==> config.mk <==
export PLATFORM = sky130hd
export DESIGN_NAME = pll_function_config_decode
export DESIGN_NICKNAME = d
export VERILOG_FILES = /design/src/shared/pll_cfg_pkg.sv /design/src/verilog/pll_function_config_decode.sv /design/src/verilog/serial_word_capture.sv
export SDC_FILE = /design/constraint.sdc
export NUM_CORES = 1
export LEC_CHECK = 0
export BUFFER_PORTS_ARGS = -buffer_cell sky130_fd_sc_hd__buf_2
export CAP_MARGIN = 20
export CORE_MARGIN = 1
export CORE_UTILIZATION = 40
export CTS_BUF_LIST = sky130_fd_sc_hd__clkbuf_4 sky130_fd_sc_hd__clkbuf_8
export CTS_CLUSTER_DIAMETER = 60
export DETAILED_ROUTE_END_ITERATION = 10
export PLACE_DENSITY_LB_ADDON = 0.3
export SLEW_MARGIN = 20
export SYNTH_ARGS = -nofsm -noshare
export SYNTH_HDL_FRONTEND = slang
export SYNTH_SLANG_ARGS = --single-unit
==> constraint.sdc <==
create_clock -name CLK_I -period 2.46 [get_ports CLK_I]
set_clock_uncertainty 0.15 [all_clocks]
set_input_delay 0.123 -clock CLK_I [delete_from_list [all_inputs] [get_ports CLK_I]]
set_output_delay 0.123 -clock CLK_I [all_outputs]
set_load 0.05 [all_outputs]
==> src/shared/pll_cfg_pkg.sv <==
package pll_cfg_pkg;
  localparam int WORD_BITS = 24;
  localparam int ADDR_LSB  = 0;
  localparam int ADDR_MSB  = 3;
  localparam int FUNC_LSB  = 4;
  localparam int FUNC_MSB  = 18;
  localparam int FN_UP_LSB = 4;
  localparam int FN_UP_MSB = 13;
  localparam int FD_UP_LSB = 14;
  localparam int FD_UP_MSB = 23;
  localparam int LOW_BITS  = 12;
  localparam int UP_BITS   = 10;
  localparam int FRAC_BITS = 22;
  localparam int MAIN_DIV_FLAG_BIT = 0;

  localparam logic [3:0] ADDR_FUNC_CTRL = 4'hB;
  localparam logic [3:0] ADDR_FRAC_EXT  = 4'hD;
  localparam logic       MAIN_DIV_FLAG  = 1'h0;
  localparam logic [9:0] UP_ZERO        = 10'h000;

  typedef enum logic [3:0] {
    SEL_HIGHZ    = 4'h0,
    SEL_HIGH     = 4'h1,
    SEL_LOW      = 4'h2,
    SEL_DIG_BOTH = 4'h3,
    SEL_DIG_MAIN = 4'h4,
    SEL_DIG_AUX  = 4'h5,
    SEL_OD_BOTH  = 4'h6,
    SEL_OD_MAIN  = 4'h7,
    SEL_OD_AUX   = 4'h8,
    SEL_ANA_BOTH = 4'h9,
    SEL_ANA_MAIN = 4'hA,
    SEL_ANA_AUX  = 4'hB,
    SEL_AUX_REF  = 4'hC,
    SEL_AUX_FB   = 4'hD,
    SEL_MAIN_REF = 4'hE,
    SEL_MAIN_FB  = 4'hF
  } sel_type;

  typedef enum logic [1:0] {
    AUTO_OFF  = 2'h0,
    AUTO_MAIN = 2'h1,
    AUTO_BOTH = 2'h2,
    AUTO_RSVD = 2'h3
  } auto_type;

  typedef enum logic [1:0] {
    MOD_FOURTH = 2'h0,
    MOD_OFF    = 2'h1,
    MOD_SECOND = 2'h2,
    MOD_THIRD  = 2'h3
  } mod_type;

  localparam logic [2:0] ORDER_NONE   = 3'h0;
  localparam logic [2:0] ORDER_SECOND = 3'h2;
  localparam logic [2:0] ORDER_THIRD  = 3'h3;
  localparam logic [2:0] ORDER_FOURTH = 3'h4;

  typedef struct packed {
    logic     main_pump_highz;
    logic     main_pump_polarity;
    logic     aux_pump_highz;
    logic     aux_pump_polarity;
    logic     denominator_width_select;
    mod_type  modulator_order;
    auto_type auto_power_up;
    logic     reference_doubler_enable;
    logic     diff_reference_enable;
    sel_type  output_selector;
  } func_ctrl_type;

  localparam func_ctrl_type FUNC_CTRL_RESET = 15'h0000;

  typedef struct packed {
    logic dig_main;
    logic dig_aux;
    logic ana_main;
    logic ana_aux;
    logic aux_ref_div;
    logic aux_fb_div;
    logic main_ref_div;
    logic main_fb_div;
  } lock_src_type;
endpackage : pll_cfg_pkg

==> src/verilog/pll_function_config_decode.sv <==
// Notes on behaviour
// RQ1: selector codes 0, 1 and 2 give high impedance, driven high and driven low on the test/lock pin.
// RQ2: codes 3, 4 and 5 drive the combined, main-only and aux-only digital lock push-pull.
// RQ3: codes 6 to 8 give open-drain analog lock (both, main, aux) and 9 to 11 the same push-pull.
// RQ4: codes 12 to 15 drive the aux reference, aux feedback, main reference, main feedback dividers halved.
// RQ5: differential reference enable 0 clocks both reference counters single-ended, 1 differentially.
// RQ6: doubler enable 0 bypasses the doubler so the aux reference counter sees the plain reference.
// RQ7: auto power-up 0 is off, 1 powers the main synth and 2 both on a main divider write, 3 reserved.
// RQ8: an auto power-up overrides the charge-pump high-impedance bit.
// RQ9: modulator order code 0 gives fourth, 2 second and 3 third order.
// RQ10: modulator order code 1 turns the modulator off, meant for test only.
// RQ11: width select 0 gives 12-bit fractions up to 4095, 1 gives 22-bit up to 4194303.
// RQ12: in 22-bit mode the numerator is the 10-bit extension above the 12-bit low field, else extension ignored.
// RQ13: software zeroes the extension bits for 22-bit numerators below 4096.
// RQ14: aux pump polarity 1 is positive, 0 negative.
// RQ15: main pump polarity 1 is positive (normal), 0 negative.
// RQ16: each pump high-impedance bit 0 keeps the pump active, 1 floats it.
// RQ17: a register updates only from a whole 24-bit word carrying its address, taken on load rise.
`timescale 1ns/1ps
`default_nettype none
module pll_function_config_decode
  import pll_cfg_pkg::*;
(
  input  wire logic                 CLK_I,
  input  wire logic                 NRST_I,
  input  wire logic                 SER_DATA_I,
  input  wire logic                 SER_CLK_I,
  input  wire logic                 SER_LOAD_I,
  input  wire lock_src_type         LOCK_SRC_I,
  input  wire logic [LOW_BITS-1:0]  NUMERATOR_LOWER_I,
  output logic                      TEST_LOCK_O,
  output logic                      TEST_LOCK_OE_O,
  output logic                      REF_DIFF_SEL_O,
  output logic                      REF_DOUBLER_EN_O,
  output logic                      MAIN_PUMP_POL_O,
  output logic                      AUX_PUMP_POL_O,
  output logic                      MAIN_PUMP_HIGHZ_O,
  output logic                      AUX_PUMP_HIGHZ_O,
  output logic                      MAIN_POWER_UP_O,
  output logic                      AUX_POWER_UP_O,
  output logic                      MOD_ENABLE_O,
  output logic [2:0]                MOD_ORDER_O,
  output logic                      WIDE_MODE_O,
  output logic [FRAC_BITS-1:0]      NUMERATOR_O,
  output logic [UP_BITS-1:0]        DENOM_UPPER_O
);
  initial begin
    if (FRAC_BITS != LOW_BITS + UP_BITS) $error("fraction width mismatch");
  end

  ////////////////////////////////////////////////////////////////////////
  // serial word intake
  logic [WORD_BITS-1:0] word;
  logic                 word_valid;

  serial_word_capture #(
    .BITS         (WORD_BITS)
  ) u_capture (
    .clk_i        (CLK_I),
    .nrst_i       (NRST_I),
    .ser_data_i   (SER_DATA_I),
    .ser_clk_i    (SER_CLK_I),
    .ser_load_i   (SER_LOAD_I),
    .word_o       (word),
    .word_valid_o (word_valid)
  );

  logic [3:0] word_addr;
  logic       func_wr;
  logic       ext_wr;
  logic       main_div_wr;

  assign word_addr   = word[ADDR_MSB:ADDR_LSB];
  assign func_wr     = word_valid && (word_addr == ADDR_FUNC_CTRL); // [RQ17]
  assign ext_wr      = word_valid && (word_addr == ADDR_FRAC_EXT); // [RQ17]
  assign main_div_wr = word_valid && (word[MAIN_DIV_FLAG_BIT] == MAIN_DIV_FLAG);

  ////////////////////////////////////////////////////////////////////////
  // lock and divider inputs: two-flop crossing plus history for edges
  lock_src_type lock_meta_reg;
  lock_src_type lock_sync_reg;
  logic [3:0]   div_prev_reg;
  logic [3:0]   div_half_reg;
  logic [3:0]   div_prev_next;
  logic [3:0]   div_half_next;
  logic [3:0]   div_now;

  assign div_now = {lock_sync_reg.aux_ref_div, lock_sync_reg.aux_fb_div,
                    lock_sync_reg.main_ref_div, lock_sync_reg.main_fb_div};

  // halve each divider output on its rising edge
  genvar gi;
  generate
    for (gi = 0; gi < 4; gi++) begin : g_half
      always_comb begin
        div_prev_next[gi] = div_now[gi];
        div_half_next[gi] = div_half_reg[gi] ^ (div_now[gi] & ~div_prev_reg[gi]); // [RQ4]
      end
    end
  endgenerate

  always_ff @(posedge CLK_I or negedge NRST_I) begin
    if (!NRST_I) begin
      lock_meta_reg <= 8'h00;
      lock_sync_reg <= 8'h00;
      div_prev_reg  <= 4'h0;
      div_half_reg  <= 4'h0;
    end else begin
      lock_meta_reg <= LOCK_SRC_I;
      lock_sync_reg <= lock_meta_reg;
      div_prev_reg  <= div_prev_next;
      div_half_reg  <= div_half_next;
    end
  end

  ////////////////////////////////////////////////////////////////////////
  // configuration registers
  func_ctrl_type        func_reg;
  func_ctrl_type        func_next;
  logic [UP_BITS-1:0]   fn_up_reg;
  logic [UP_BITS-1:0]   fn_up_next;
  logic [UP_BITS-1:0]   fd_up_reg;
  logic [UP_BITS-1:0]   fd_up_next;
  logic                 main_ovr_reg;
  logic                 main_ovr_next;
  logic                 aux_ovr_reg;
  logic                 aux_ovr_next;
  logic                 main_pwr_next;
  logic                 aux_pwr_next;

  always_comb begin
    func_next     = func_reg;
    fn_up_next    = fn_up_reg;
    fd_up_next    = fd_up_reg;
    main_ovr_next = main_ovr_reg;
    aux_ovr_next  = aux_ovr_reg;
    main_pwr_next = 1'b0;
    aux_pwr_next  = 1'b0;
    if (func_wr) begin
      func_next     = func_ctrl_type'(word[FUNC_MSB:FUNC_LSB]); // [RQ17]
      main_ovr_next = 1'b0;
      aux_ovr_next  = 1'b0;
    end
    if (ext_wr) begin
      fn_up_next = word[FN_UP_MSB:FN_UP_LSB]; // [RQ17]
      fd_up_next = word[FD_UP_MSB:FD_UP_LSB];
    end
    if (main_div_wr) begin
      case (func_reg.auto_power_up)
        AUTO_MAIN: begin
          main_pwr_next = 1'b1; // [RQ7]
          main_ovr_next = 1'b1;
        end
        AUTO_BOTH: begin
          main_pwr_next = 1'b1; // [RQ7]
          aux_pwr_next  = 1'b1;
          main_ovr_next = 1'b1;
          aux_ovr_next  = 1'b1;
        end
        default: begin
          main_pwr_next = 1'b0; // [RQ7]
        end
      endcase
    end
  end

  always_ff @(posedge CLK_I or negedge NRST_I) begin
    if (!NRST_I) begin
      func_reg     <= FUNC_CTRL_RESET;
      fn_up_reg    <= UP_ZERO;
      fd_up_reg    <= UP_ZERO;
      main_ovr_reg <= 1'h0;
      aux_ovr_reg  <= 1'h0;
    end else begin
      func_reg     <= func_next;
      fn_up_reg    <= fn_up_next;
      fd_up_reg    <= fd_up_next;
      main_ovr_reg <= main_ovr_next;
      aux_ovr_reg  <= aux_ovr_next;
    end
  end

  ////////////////////////////////////////////////////////////////////////
  // test/lock pin selection: returns {drive_enable, level}
  function automatic logic [1:0] pin_select(input sel_type sel, input lock_src_type s,
                                            input logic [3:0] half);
    logic dig_both;
    logic ana_both;
    dig_both = s.dig_main & s.dig_aux;
    ana_both = s.ana_main & s.ana_aux;
    case (sel)
      SEL_HIGHZ:    pin_select = 2'h0;
      SEL_HIGH:     pin_select = 2'h3;
      SEL_LOW:      pin_select = 2'h2;
      SEL_DIG_BOTH: pin_select = {1'b1, dig_both};
      SEL_DIG_MAIN: pin_select = {1'b1, s.dig_main};
      SEL_DIG_AUX:  pin_select = {1'b1, s.dig_aux};
      SEL_OD_BOTH:  pin_select = {~ana_both, 1'b0};
      SEL_OD_MAIN:  pin_select = {~s.ana_main, 1'b0};
      SEL_OD_AUX:   pin_select = {~s.ana_aux, 1'b0};
      SEL_ANA_BOTH: pin_select = {1'b1, ana_both};
      SEL_ANA_MAIN: pin_select = {1'b1, s.ana_main};
      SEL_ANA_AUX:  pin_select = {1'b1, s.ana_aux};
      SEL_AUX_REF:  pin_select = {1'b1, half[3]};
      SEL_AUX_FB:   pin_select = {1'b1, half[2]};
      SEL_MAIN_REF: pin_select = {1'b1, half[1]};
      SEL_MAIN_FB:  pin_select = {1'b1, half[0]};
      default:      pin_select = 2'h0;
    endcase
  endfunction : pin_select

  ////////////////////////////////////////////////////////////////////////
  // output stage
  logic [1:0]           pin_next;
  logic [2:0]           order_next;
  logic [FRAC_BITS-1:0] num_next;

  always_comb begin
    pin_next = pin_select(func_reg.output_selector, lock_sync_reg, div_half_reg); // [RQ1] [RQ2] [RQ3] [RQ4]
    case (func_reg.modulator_order)
      MOD_FOURTH: order_next = ORDER_FOURTH; // [RQ9]
      MOD_SECOND: order_next = ORDER_SECOND; // [RQ9]
      MOD_THIRD:  order_next = ORDER_THIRD; // [RQ9]
      MOD_OFF:    order_next = ORDER_NONE; // [RQ10]
      default:    order_next = ORDER_NONE;
    endcase
    // narrow mode ignores the extension bits
    if (func_reg.denominator_width_select) begin
      num_next = {fn_up_reg, NUMERATOR_LOWER_I}; // [RQ11] [RQ12]
    end else begin
      num_next = {UP_ZERO, NUMERATOR_LOWER_I}; // [RQ11] [RQ12]
    end
  end

  always_ff @(posedge CLK_I or negedge NRST_I) begin
    if (!NRST_I) begin
      TEST_LOCK_O       <= 1'h0;
      TEST_LOCK_OE_O    <= 1'h0;
      REF_DIFF_SEL_O    <= 1'h0;
      REF_DOUBLER_EN_O  <= 1'h0;
      MAIN_PUMP_POL_O   <= 1'h0;
      AUX_PUMP_POL_O    <= 1'h0;
      MAIN_PUMP_HIGHZ_O <= 1'h0;
      AUX_PUMP_HIGHZ_O  <= 1'h0;
      MAIN_POWER_UP_O   <= 1'h0;
      AUX_POWER_UP_O    <= 1'h0;
      MOD_ENABLE_O      <= 1'h0;
      MOD_ORDER_O       <= ORDER_NONE;
      WIDE_MODE_O       <= 1'h0;
      NUMERATOR_O       <= '0;
      DENOM_UPPER_O     <= UP_ZERO;
    end else begin
      TEST_LOCK_O       <= pin_next[0];
      TEST_LOCK_OE_O    <= pin_next[1];
      REF_DIFF_SEL_O    <= func_reg.diff_reference_enable; // [RQ5]
      REF_DOUBLER_EN_O  <= func_reg.reference_doubler_enable; // [RQ6]
      MAIN_PUMP_POL_O   <= func_reg.main_pump_polarity; // [RQ15]
      AUX_PUMP_POL_O    <= func_reg.aux_pump_polarity; // [RQ14]
      MAIN_PUMP_HIGHZ_O <= func_reg.main_pump_highz & ~main_ovr_reg; // [RQ16] [RQ8]
      AUX_PUMP_HIGHZ_O  <= func_reg.aux_pump_highz & ~aux_ovr_reg; // [RQ16] [RQ8]
      MAIN_POWER_UP_O   <= main_pwr_next;
      AUX_POWER_UP_O    <= aux_pwr_next;
      MOD_ENABLE_O      <= (func_reg.modulator_order != MOD_OFF); // [RQ10]
      MOD_ORDER_O       <= order_next;
      WIDE_MODE_O       <= func_reg.denominator_width_select; // [RQ11]
      NUMERATOR_O       <= num_next;
      DENOM_UPPER_O     <= fd_up_reg;
    end
  end

  ////////////////////////////////////////////////////////////////////////
  // checks
  logic dig_both_h;
  assign dig_both_h = lock_sync_reg.dig_main & lock_sync_reg.dig_aux;

  AST_SEL_HIGHZ: assert property (@(posedge CLK_I) disable iff (!NRST_I) // [RQ1]
    func_reg.output_selector == SEL_HIGHZ |=> !TEST_LOCK_OE_O)
    else $error("selector 0 did not float the pin");
  AST_SEL_LEVELS: assert property (@(posedge CLK_I) disable iff (!NRST_I) // [RQ1]
    func_reg.output_selector inside {SEL_HIGH, SEL_LOW}
    |=> TEST_LOCK_OE_O && (TEST_LOCK_O == $past(func_reg.output_selector == SEL_HIGH)))
    else $error("constant level selector wrong");
  AST_DIG_BOTH: assert property (@(posedge CLK_I) disable iff (!NRST_I) // [RQ2]
    func_reg.output_selector == SEL_DIG_BOTH |=> TEST_LOCK_OE_O && TEST_LOCK_O == $past(dig_both_h))
    else $error("combined digital lock wrong");
  AST_OPEN_DRAIN: assert property (@(posedge CLK_I) disable iff (!NRST_I) // [RQ3]
    func_reg.output_selector inside {SEL_OD_BOTH, SEL_OD_MAIN, SEL_OD_AUX} |=> !TEST_LOCK_O)
    else $error("open-drain selector drove high");
  AST_AUTO_PULSE: assert property (@(posedge CLK_I) disable iff (!NRST_I) // [RQ7]
    main_div_wr && func_reg.auto_power_up == AUTO_BOTH |-> ##1 MAIN_POWER_UP_O && AUX_POWER_UP_O ##1
    !MAIN_POWER_UP_O)
    else $error("auto power-up pulse wrong");
  AST_AUTO_OVERRIDE: assert property (@(posedge CLK_I) disable iff (!NRST_I) // [RQ8]
    main_ovr_reg |=> !MAIN_PUMP_HIGHZ_O)
    else $error("pump floated despite auto power-up");
  AST_MOD_OFF: assert property (@(posedge CLK_I) disable iff (!NRST_I) // [RQ10]
    func_reg.modulator_order == MOD_OFF |=> !MOD_ENABLE_O && MOD_ORDER_O == ORDER_NONE)
    else $error("modulator not disabled");
  AST_NARROW_NUM: assert property (@(posedge CLK_I) disable iff (!NRST_I) // [RQ12]
    !func_reg.denominator_width_select |=> NUMERATOR_O[FRAC_BITS-1:LOW_BITS] == UP_ZERO)
    else $error("extension leaked in 12-bit mode");
  AST_ADDR_ONLY: assert property (@(posedge CLK_I) disable iff (!NRST_I) // [RQ17]
    !func_wr |=> $stable(func_reg))
    else $error("function register changed without its word");
endmodule : pll_function_config_decode
`default_nettype wire

==> src/verilog/serial_word_capture.sv <==
`timescale 1ns/1ps
`default_nettype none
module serial_word_capture
  import pll_cfg_pkg::*;
#(
  parameter int BITS = WORD_BITS
) (
  input  wire logic              clk_i,
  input  wire logic              nrst_i,
  input  wire logic              ser_data_i,
  input  wire logic              ser_clk_i,
  input  wire logic              ser_load_i,
  output logic      [BITS-1:0]   word_o,
  output logic                   word_valid_o
);
  initial begin
    if (BITS != WORD_BITS) $error("serial word length unsupported");
  end

  localparam logic [4:0] CNT_FULL = 5'(BITS);

  // three stages: two for crossing, one for edge detect
  logic [2:0] sync_reg;
  logic [2:0] sync_next;
  logic [1:0] sclk_reg;
  logic [1:0] sclk_next;
  logic [1:0] load_reg;
  logic [1:0] load_next;
  logic       data_reg;
  logic       data_next;
  logic [BITS-1:0] shift_reg;
  logic [BITS-1:0] shift_next;
  logic [4:0] cnt_reg;
  logic [4:0] cnt_next;
  logic [BITS-1:0] word_next;
  logic       valid_next;
  logic       sclk_rise;
  logic       load_rise;

  always_comb begin
    sync_next  = {ser_load_i, ser_clk_i, ser_data_i};
    sclk_next  = {sclk_reg[0], sync_reg[1]};
    load_next  = {load_reg[0], sync_reg[2]};
    data_next  = sync_reg[0];
    sclk_rise  = sclk_reg[0] & ~sclk_reg[1];
    load_rise  = load_reg[0] & ~load_reg[1];
    shift_next = shift_reg;
    cnt_next   = cnt_reg;
    word_next  = word_o;
    valid_next = 1'b0;
    if (load_rise) begin
      // only a complete word is handed on
      valid_next = (cnt_reg == CNT_FULL); // [RQ17]
      if (cnt_reg == CNT_FULL) begin
        word_next = shift_reg;
      end
      cnt_next = 5'h00;
    end else if (sclk_rise) begin
      shift_next = {shift_reg[BITS-2:0], data_reg};
      if (cnt_reg != CNT_FULL) begin
        cnt_next = cnt_reg + 5'h01;
      end
    end
  end

  always_ff @(posedge clk_i or negedge nrst_i) begin
    if (!nrst_i) begin
      sync_reg     <= 3'h0;
      sclk_reg     <= 2'h0;
      load_reg     <= 2'h0;
      data_reg     <= 1'h0;
      shift_reg    <= '0;
      cnt_reg      <= 5'h00;
      word_o       <= '0;
      word_valid_o <= 1'h0;
    end else begin
      sync_reg     <= sync_next;
      sclk_reg     <= sclk_next;
      load_reg     <= load_next;
      data_reg     <= data_next;
      shift_reg    <= shift_next;
      cnt_reg      <= cnt_next;
      word_o       <= word_next;
      word_valid_o <= valid_next;
    end
  end
endmodule : serial_word_capture
`default_nettype wire

# --- Yosys cells after proc, flatten, opt, wreduce, memory -nomap -nowiden ---
# Cells that the tools add are included.
totals:
  register_bits: 170
  out_inout_bits: 47
  input_bits: 25
  word_cells: 136
op_classes:
  add_sub_neg: 1
  bitwise_logic: 27
  n_mux: 17
  eq_ne: 25
  n_reduce_logical: 11
ops:
  columns: ["operator", "count"]
  rows:
  - ["$eq A4 B4 Y1 const B", 10]
  - ["$pmux W2 S16", 1]
  - ["$mux W22", 1]
  - ["$eq A4 B3 Y1 const B", 4]
  - ["$mux W5", 3]
  - ["$not A1 Y1", 13]
  - ["$pmux W3 S4", 1]
  - ["$mux W1", 11]
  - ["$and A1 B1 Y1", 10]
  - ["$eq A4 B2 Y1 const B", 2]
  - ["$eq A2 B2 Y1 const B", 3]
  - ["$reduce_and A2 Y1", 3]
  - ["$add A5 B1 Y5 const B", 1]
  - ["$eq A5 B5 Y1 const B", 1]
  - ["$ne A5 B5 Y1 const B", 1]
  - ["$eq A2 B1 Y1 const B", 2]
  - ["$eq A4 B1 Y1 const B", 1]
  - ["$logic_not A4 Y1", 1]
  - ["$reduce_bool A2 Y1", 2]
  - ["$xor A1 B1 Y1", 4]
  - ["$logic_and A1 B1 Y1", 3]
  - ["$logic_not A2 Y1", 1]
  - ["$ne A2 B1 Y1 const B", 1]
  - ["$reduce_or A2 Y1", 1]

# --- Depth between registers and ports, before layout ---
logic_depth:
  ltp_word: 5
  depth_mapped: 6
  depth_no_buf: 6

# --- Hierarchy ---
# A second synthesis with hierarchy kept.
hier_totals:
  hier_cells: 348
  hier_area_um2: 6072.1
modules_own_cells:
  columns: ["mod", "cells_each", "area_per_inst_um2", "seq_area_each_um2", "n_inst"]
  rows:
  - ["pll_function_config_decode", 205, 3532.1, 2702.6, 1]
  - ["serial_word_capture", 143, 2539.9, 1551.5, 1]

# --- Least setup slack after synthesis ---
# No wires, ideal clock.
synth_path:
  path_kind: "register -> register"
  start: "register u_capture.cnt_reg[0]"
  end: "register u_capture.word_o[12]"
  required_ps: 2185
  t_arrival_ps: 1632
  setup_time_ps: 125
  slack_ps: 553
  n_path_buf: 1
  period_less_slack_ps: 1907
  path_stages_with_launch: 7
  cell_sequence: "dfrtp_1 -> inv_1 -> ha_1 -> nand4b_4 -> nor3b_4 -> buf_6 -> mux2_2"
synth_between:
  elab_chain_cells: 2
synth_rtl:
  columns: ["element", "line_no", "rtl"]
  rows:
  - ["start: declaration", "serial_word_capture.sv:33", "logic [4:0] cnt_reg;"]
  - ["start signal: assignment", "serial_word_capture.sv:82", "cnt_reg <= cnt_next;"]
  - ["$eq A5 B5 Y1", "serial_word_capture.sv:54", "if (cnt_reg == CNT_FULL) begin"]
  - ["$reduce_and A2 Y1 (no source line)", null, null]
  - ["end signal: assignment", "serial_word_capture.sv:83", "word_o <= word_next;"]
  - ["end: declaration", "serial_word_capture.sv:13", "output logic [BITS-1:0] word_o,"]
# Every way passes these cells.
# A chain may end at the register's enable or synchronous reset.

# --- Worst setup path after layout ---
layout_path:
  start: "register u_capture.cnt_reg[0]"
  end: "register u_capture.word_o[4]"
# Same word-level chain as after synthesis.

==> metrics.md <==
| Metric | Value |
|---|---|
| Status | `complete, no violations` |
| CP endpoint kind | `flop` |
| Worst EP arrival | `about 2200 ps` |
| TNS Setup | `0 ps` |
| Setup Viol. Count Final | `0` |
| Post-DP HPWL | `roughly 5600 um` |
| Max-Cap Viols | `0` |
| CTS root buffer | `clkbuf_8` |
| Worst Hold Class | `input port to asynchronous set/reset pin` |
| Peak supply drop | `0.329 mV` |
| Row Count | `43` |
| Initial antenna violation count | `0` |
| Yosys cell types | `32` |
| Initial DRC Count | `131` |
| Synth Area per Inst | `16.9 um^2` |
| Placeable Area | `around 14000 um^2` |
| EDFF count, synth | `0` |
| Vias per cell | `around 4.6` |
| Layout cells sized above 1 | `42.6%` |
| CP delay by family, top | `buffers and inverters` |
| Tcrit/Tclk final | `83.1%` |
| Aggregate routed wire length | `9000 um` |
| Die area | `15000 um^2` |
| # Post-CTS Setup Buffers | `0` |
| Final hold violations | `0` |
| Clk sink count | `170` |
| Worst slew pin tran | `570 ps` |
| Synthesized Nets | `371` |
| Total grt overflow | `0` |
| Synth area leaders | `dfrtp_1, mux2_2, and2_1, buf_6, xnor2_1` |
| Unrepaired setup endpoints after global routing | `no` |
| Syn-to-layout area delta | `21.5%` |
| Final Slew Violations | `0` |
| First-pass GRT wire length | `15400 um` |
| Die width | `123 um` |
| Post-synthesis cell area | `5810 um^2` |
| Setup slack at placement | `roughly 410 ps` |
| Antenna cells | `0` |
| Slowest stage cell on the critical path | `dfrtp_1` |
| Worst path cell trace | `inv_1 -> ha_1 -> nand4b_4 -> nor3b_4 -> buf_4 -> mux2_2` |
| Gr usage total | `13.7%` |
| Antenna-violating nets left | `0` |
| Drt pass-1 iters | `4` |
| Port Buffers | `between 70 and 80` |
| Yosys reg bits | `170` |
| Syn Inst Count | `343` |
| Synth Flop Type | `dfrtp_1` |
| DRC | `0` |
| Post-synth top area share | `73.2%` |
| CP max stage delay | `around 410 ps` |
| PwrDens | `774 nW/um^2` |
| Min Tclk post-route | `2040 ps` |
| Fill count | `1207` |
| Per-cell routed wire length | `approximately 14 um` |
| Vias | `2969` |
| Post-cts sizing count | `0` |
| Vias in the first global route | `3141` |
| WP buf/inv | `2` |
| Yosys top cell by area | `dfrtp_1` |
| CP Launch Type | `flop` |
| CP Class | `flop to flop` |
| TritonCTS clock tree | `yes` |
| Critical path fanouts, max | `25` |
| Htree depth | `4` |
| Number of CTS-inserted buffers | `17` |
| Die height | `between 100 and 150 um` |
| Asr flop ratio synth | `100%` |
| Initial core utilization | `41.4%` |
| # IOs | `72` |
| Slew margin rel. | `62.0%` |
| Largest net degree at the start of global routing | `62` |
| RD Place Congestion | `about 0.70` |
| Final worst slack | `~420 ps` |
| Clock Pin Slew Worst Setup and Hold Paths | `80 ps` |
| Critical path required time | `between 2000 and 3000 ps` |
| Yosys warning count | `0` |
| Clock Latency Late Sink | `roughly 440 ps` |
| Pleak | `3.56 nW` |
| Max clock buf depth | `2` |
| Fmax | `489 MHz` |
| Seq/Total Area, Yosys | `between 70% and 80%` |
| Final net count | `481` |
[layout by cell type (no fill, tap or decap), drive strengths merged, types with 2 or more instances in the layout]
| cell | instances |
|---|---|
| a21oi | 2 |
| clkinv | 6 |
| and2 | 11 |
| dlygate4sd3 | 24 |
| nand2b | 5 |
| xor2 | 3 |
| xnor2 | 5 |
| ha | 3 |
| inv | 5 |
| o21ai | 2 |
| clkbuf | 21 |
| nand2 | 6 |
| nor2 | 7 |
| mux2 | 83 |
| nand4 | 3 |
| bufinv | 3 |
| buf | 79 |
| nor2b | 6 |
| a21o | 2 |
| o211ai | 2 |
| nor3b | 4 |
| dfrtp | 170 |
| nand3 | 3 |
[worst paths after layout]
| check | start | endpoint | slack [ps] | cells past startpoint |
|---|---|---|---|---|
| worst min register to register | u_capture.sync_reg[1] | u_capture.sclk_reg[0] | 200 | 0 |
| min in group CLK_I | NUMERATOR_LOWER_I[3] | NUMERATOR_O[3] | 160 | 2 |
| worst min-delay path | NRST_I | u_capture.sclk_reg[0] | 60 | 2 |
| max in group asynchronous | NRST_I | fd_up_reg[0] | 1280 | 3 |
| worst max-delay path | u_capture.cnt_reg[0] | u_capture.word_o[4] | 420 | 6 |
| worst max register to register | u_capture.cnt_reg[0] | u_capture.word_o[4] | 420 | 6 |
[final cells by class]
type                            count  area (um^2)  area share [%]
Timing Repair Buffer              103          674            9.56
Tap cell                          180          225            3.19
Multi-Input combinational cell    156         1460            20.7
Clock inverter                     10          143            2.02
Sequential cell                   170         4250            60.3
Inverter                            5         18.8           0.266
Clock buffer                       21          283            4.01
[cells in the mapped netlist, types with 3 or more instances]
cell      count
dfrtp_1     170
mux2_2       83
and2_1       11
nor2_1        7
nand2_1       6
nor2b_1       6
inv_1         5
nand2b_1      5
xnor2_1       5
buf_6         4
clkbuf_1      4
buf_2         3
ha_1          3
nand3_1       3
nand4_1       3
xor2_1        3
[power by group]
group | internal (mW) | switching (mW)
registers | 2.96 | 0.110
logic | 0.180 | 0.168
clock network | 1.09 | 0.947
total | 4.23 | 1.23
[kinds of logic (layout without fill, tap and decap cells)]
kind of cell / Yosys count / count (layout) / synth area share, %
buffers and inverters: 17 / 139 / 1.74
AND/OR/NAND/NOR: 49 / 49 / 5.47
XOR/XNOR: 8 / 8 / 1.21
multiplexers: 84 / 84 / 16.3
AO/OA/AOI/OAI: 12 / 12 / 1.42
flip-flops: 170 / 170 / 73.2
adder cells (fa/ha/maj): 3 / 3 / 0.646
[worst register-to-register path, delay by kind of cell (launching register included)]
kind                     cells  cell delay [ps]
multiplexers                 1              390
adder cells (fa/ha/maj)      1              210
flip-flops                   1              410
buffers and inverters        2              440
AND/OR/NAND/NOR              2              340
[metal layers]
metal	share of wire [%]	global-route usage (%)	routed length [um]
met4	2.4	7.32	217
met1	46	17.9	4160
met3	3.6	4.09	325
met5	0	0	0
met2	48	20.7	4290
[stage by stage]
stage | utilization [%] | instances | power (mW) | hold slack (ps) | area, um^2
finish | 50.3 | 645 | 5.46 | 61.4 | 7060
global route | 50.3 | 645 | 5.71 | 111 | 7060
CTS | 50.3 | 645 | 5.54 | 63.6 | 7060
detailed placement | 45.5 | 590 | 3.45 | -16.7 | 6390
global placement | 45.5 | 590 | 3.43 | -26.3 | 6390
floorplan | - | 343 | 3.30 | -323 | 5810
[timing repair]
action	4_1_cts	5_1_grt
endpoints found under the hold margin	161	0
hold buffers	24	0
endpoints found under the setup margin	0	0
(Power assumes the default switching activity.)
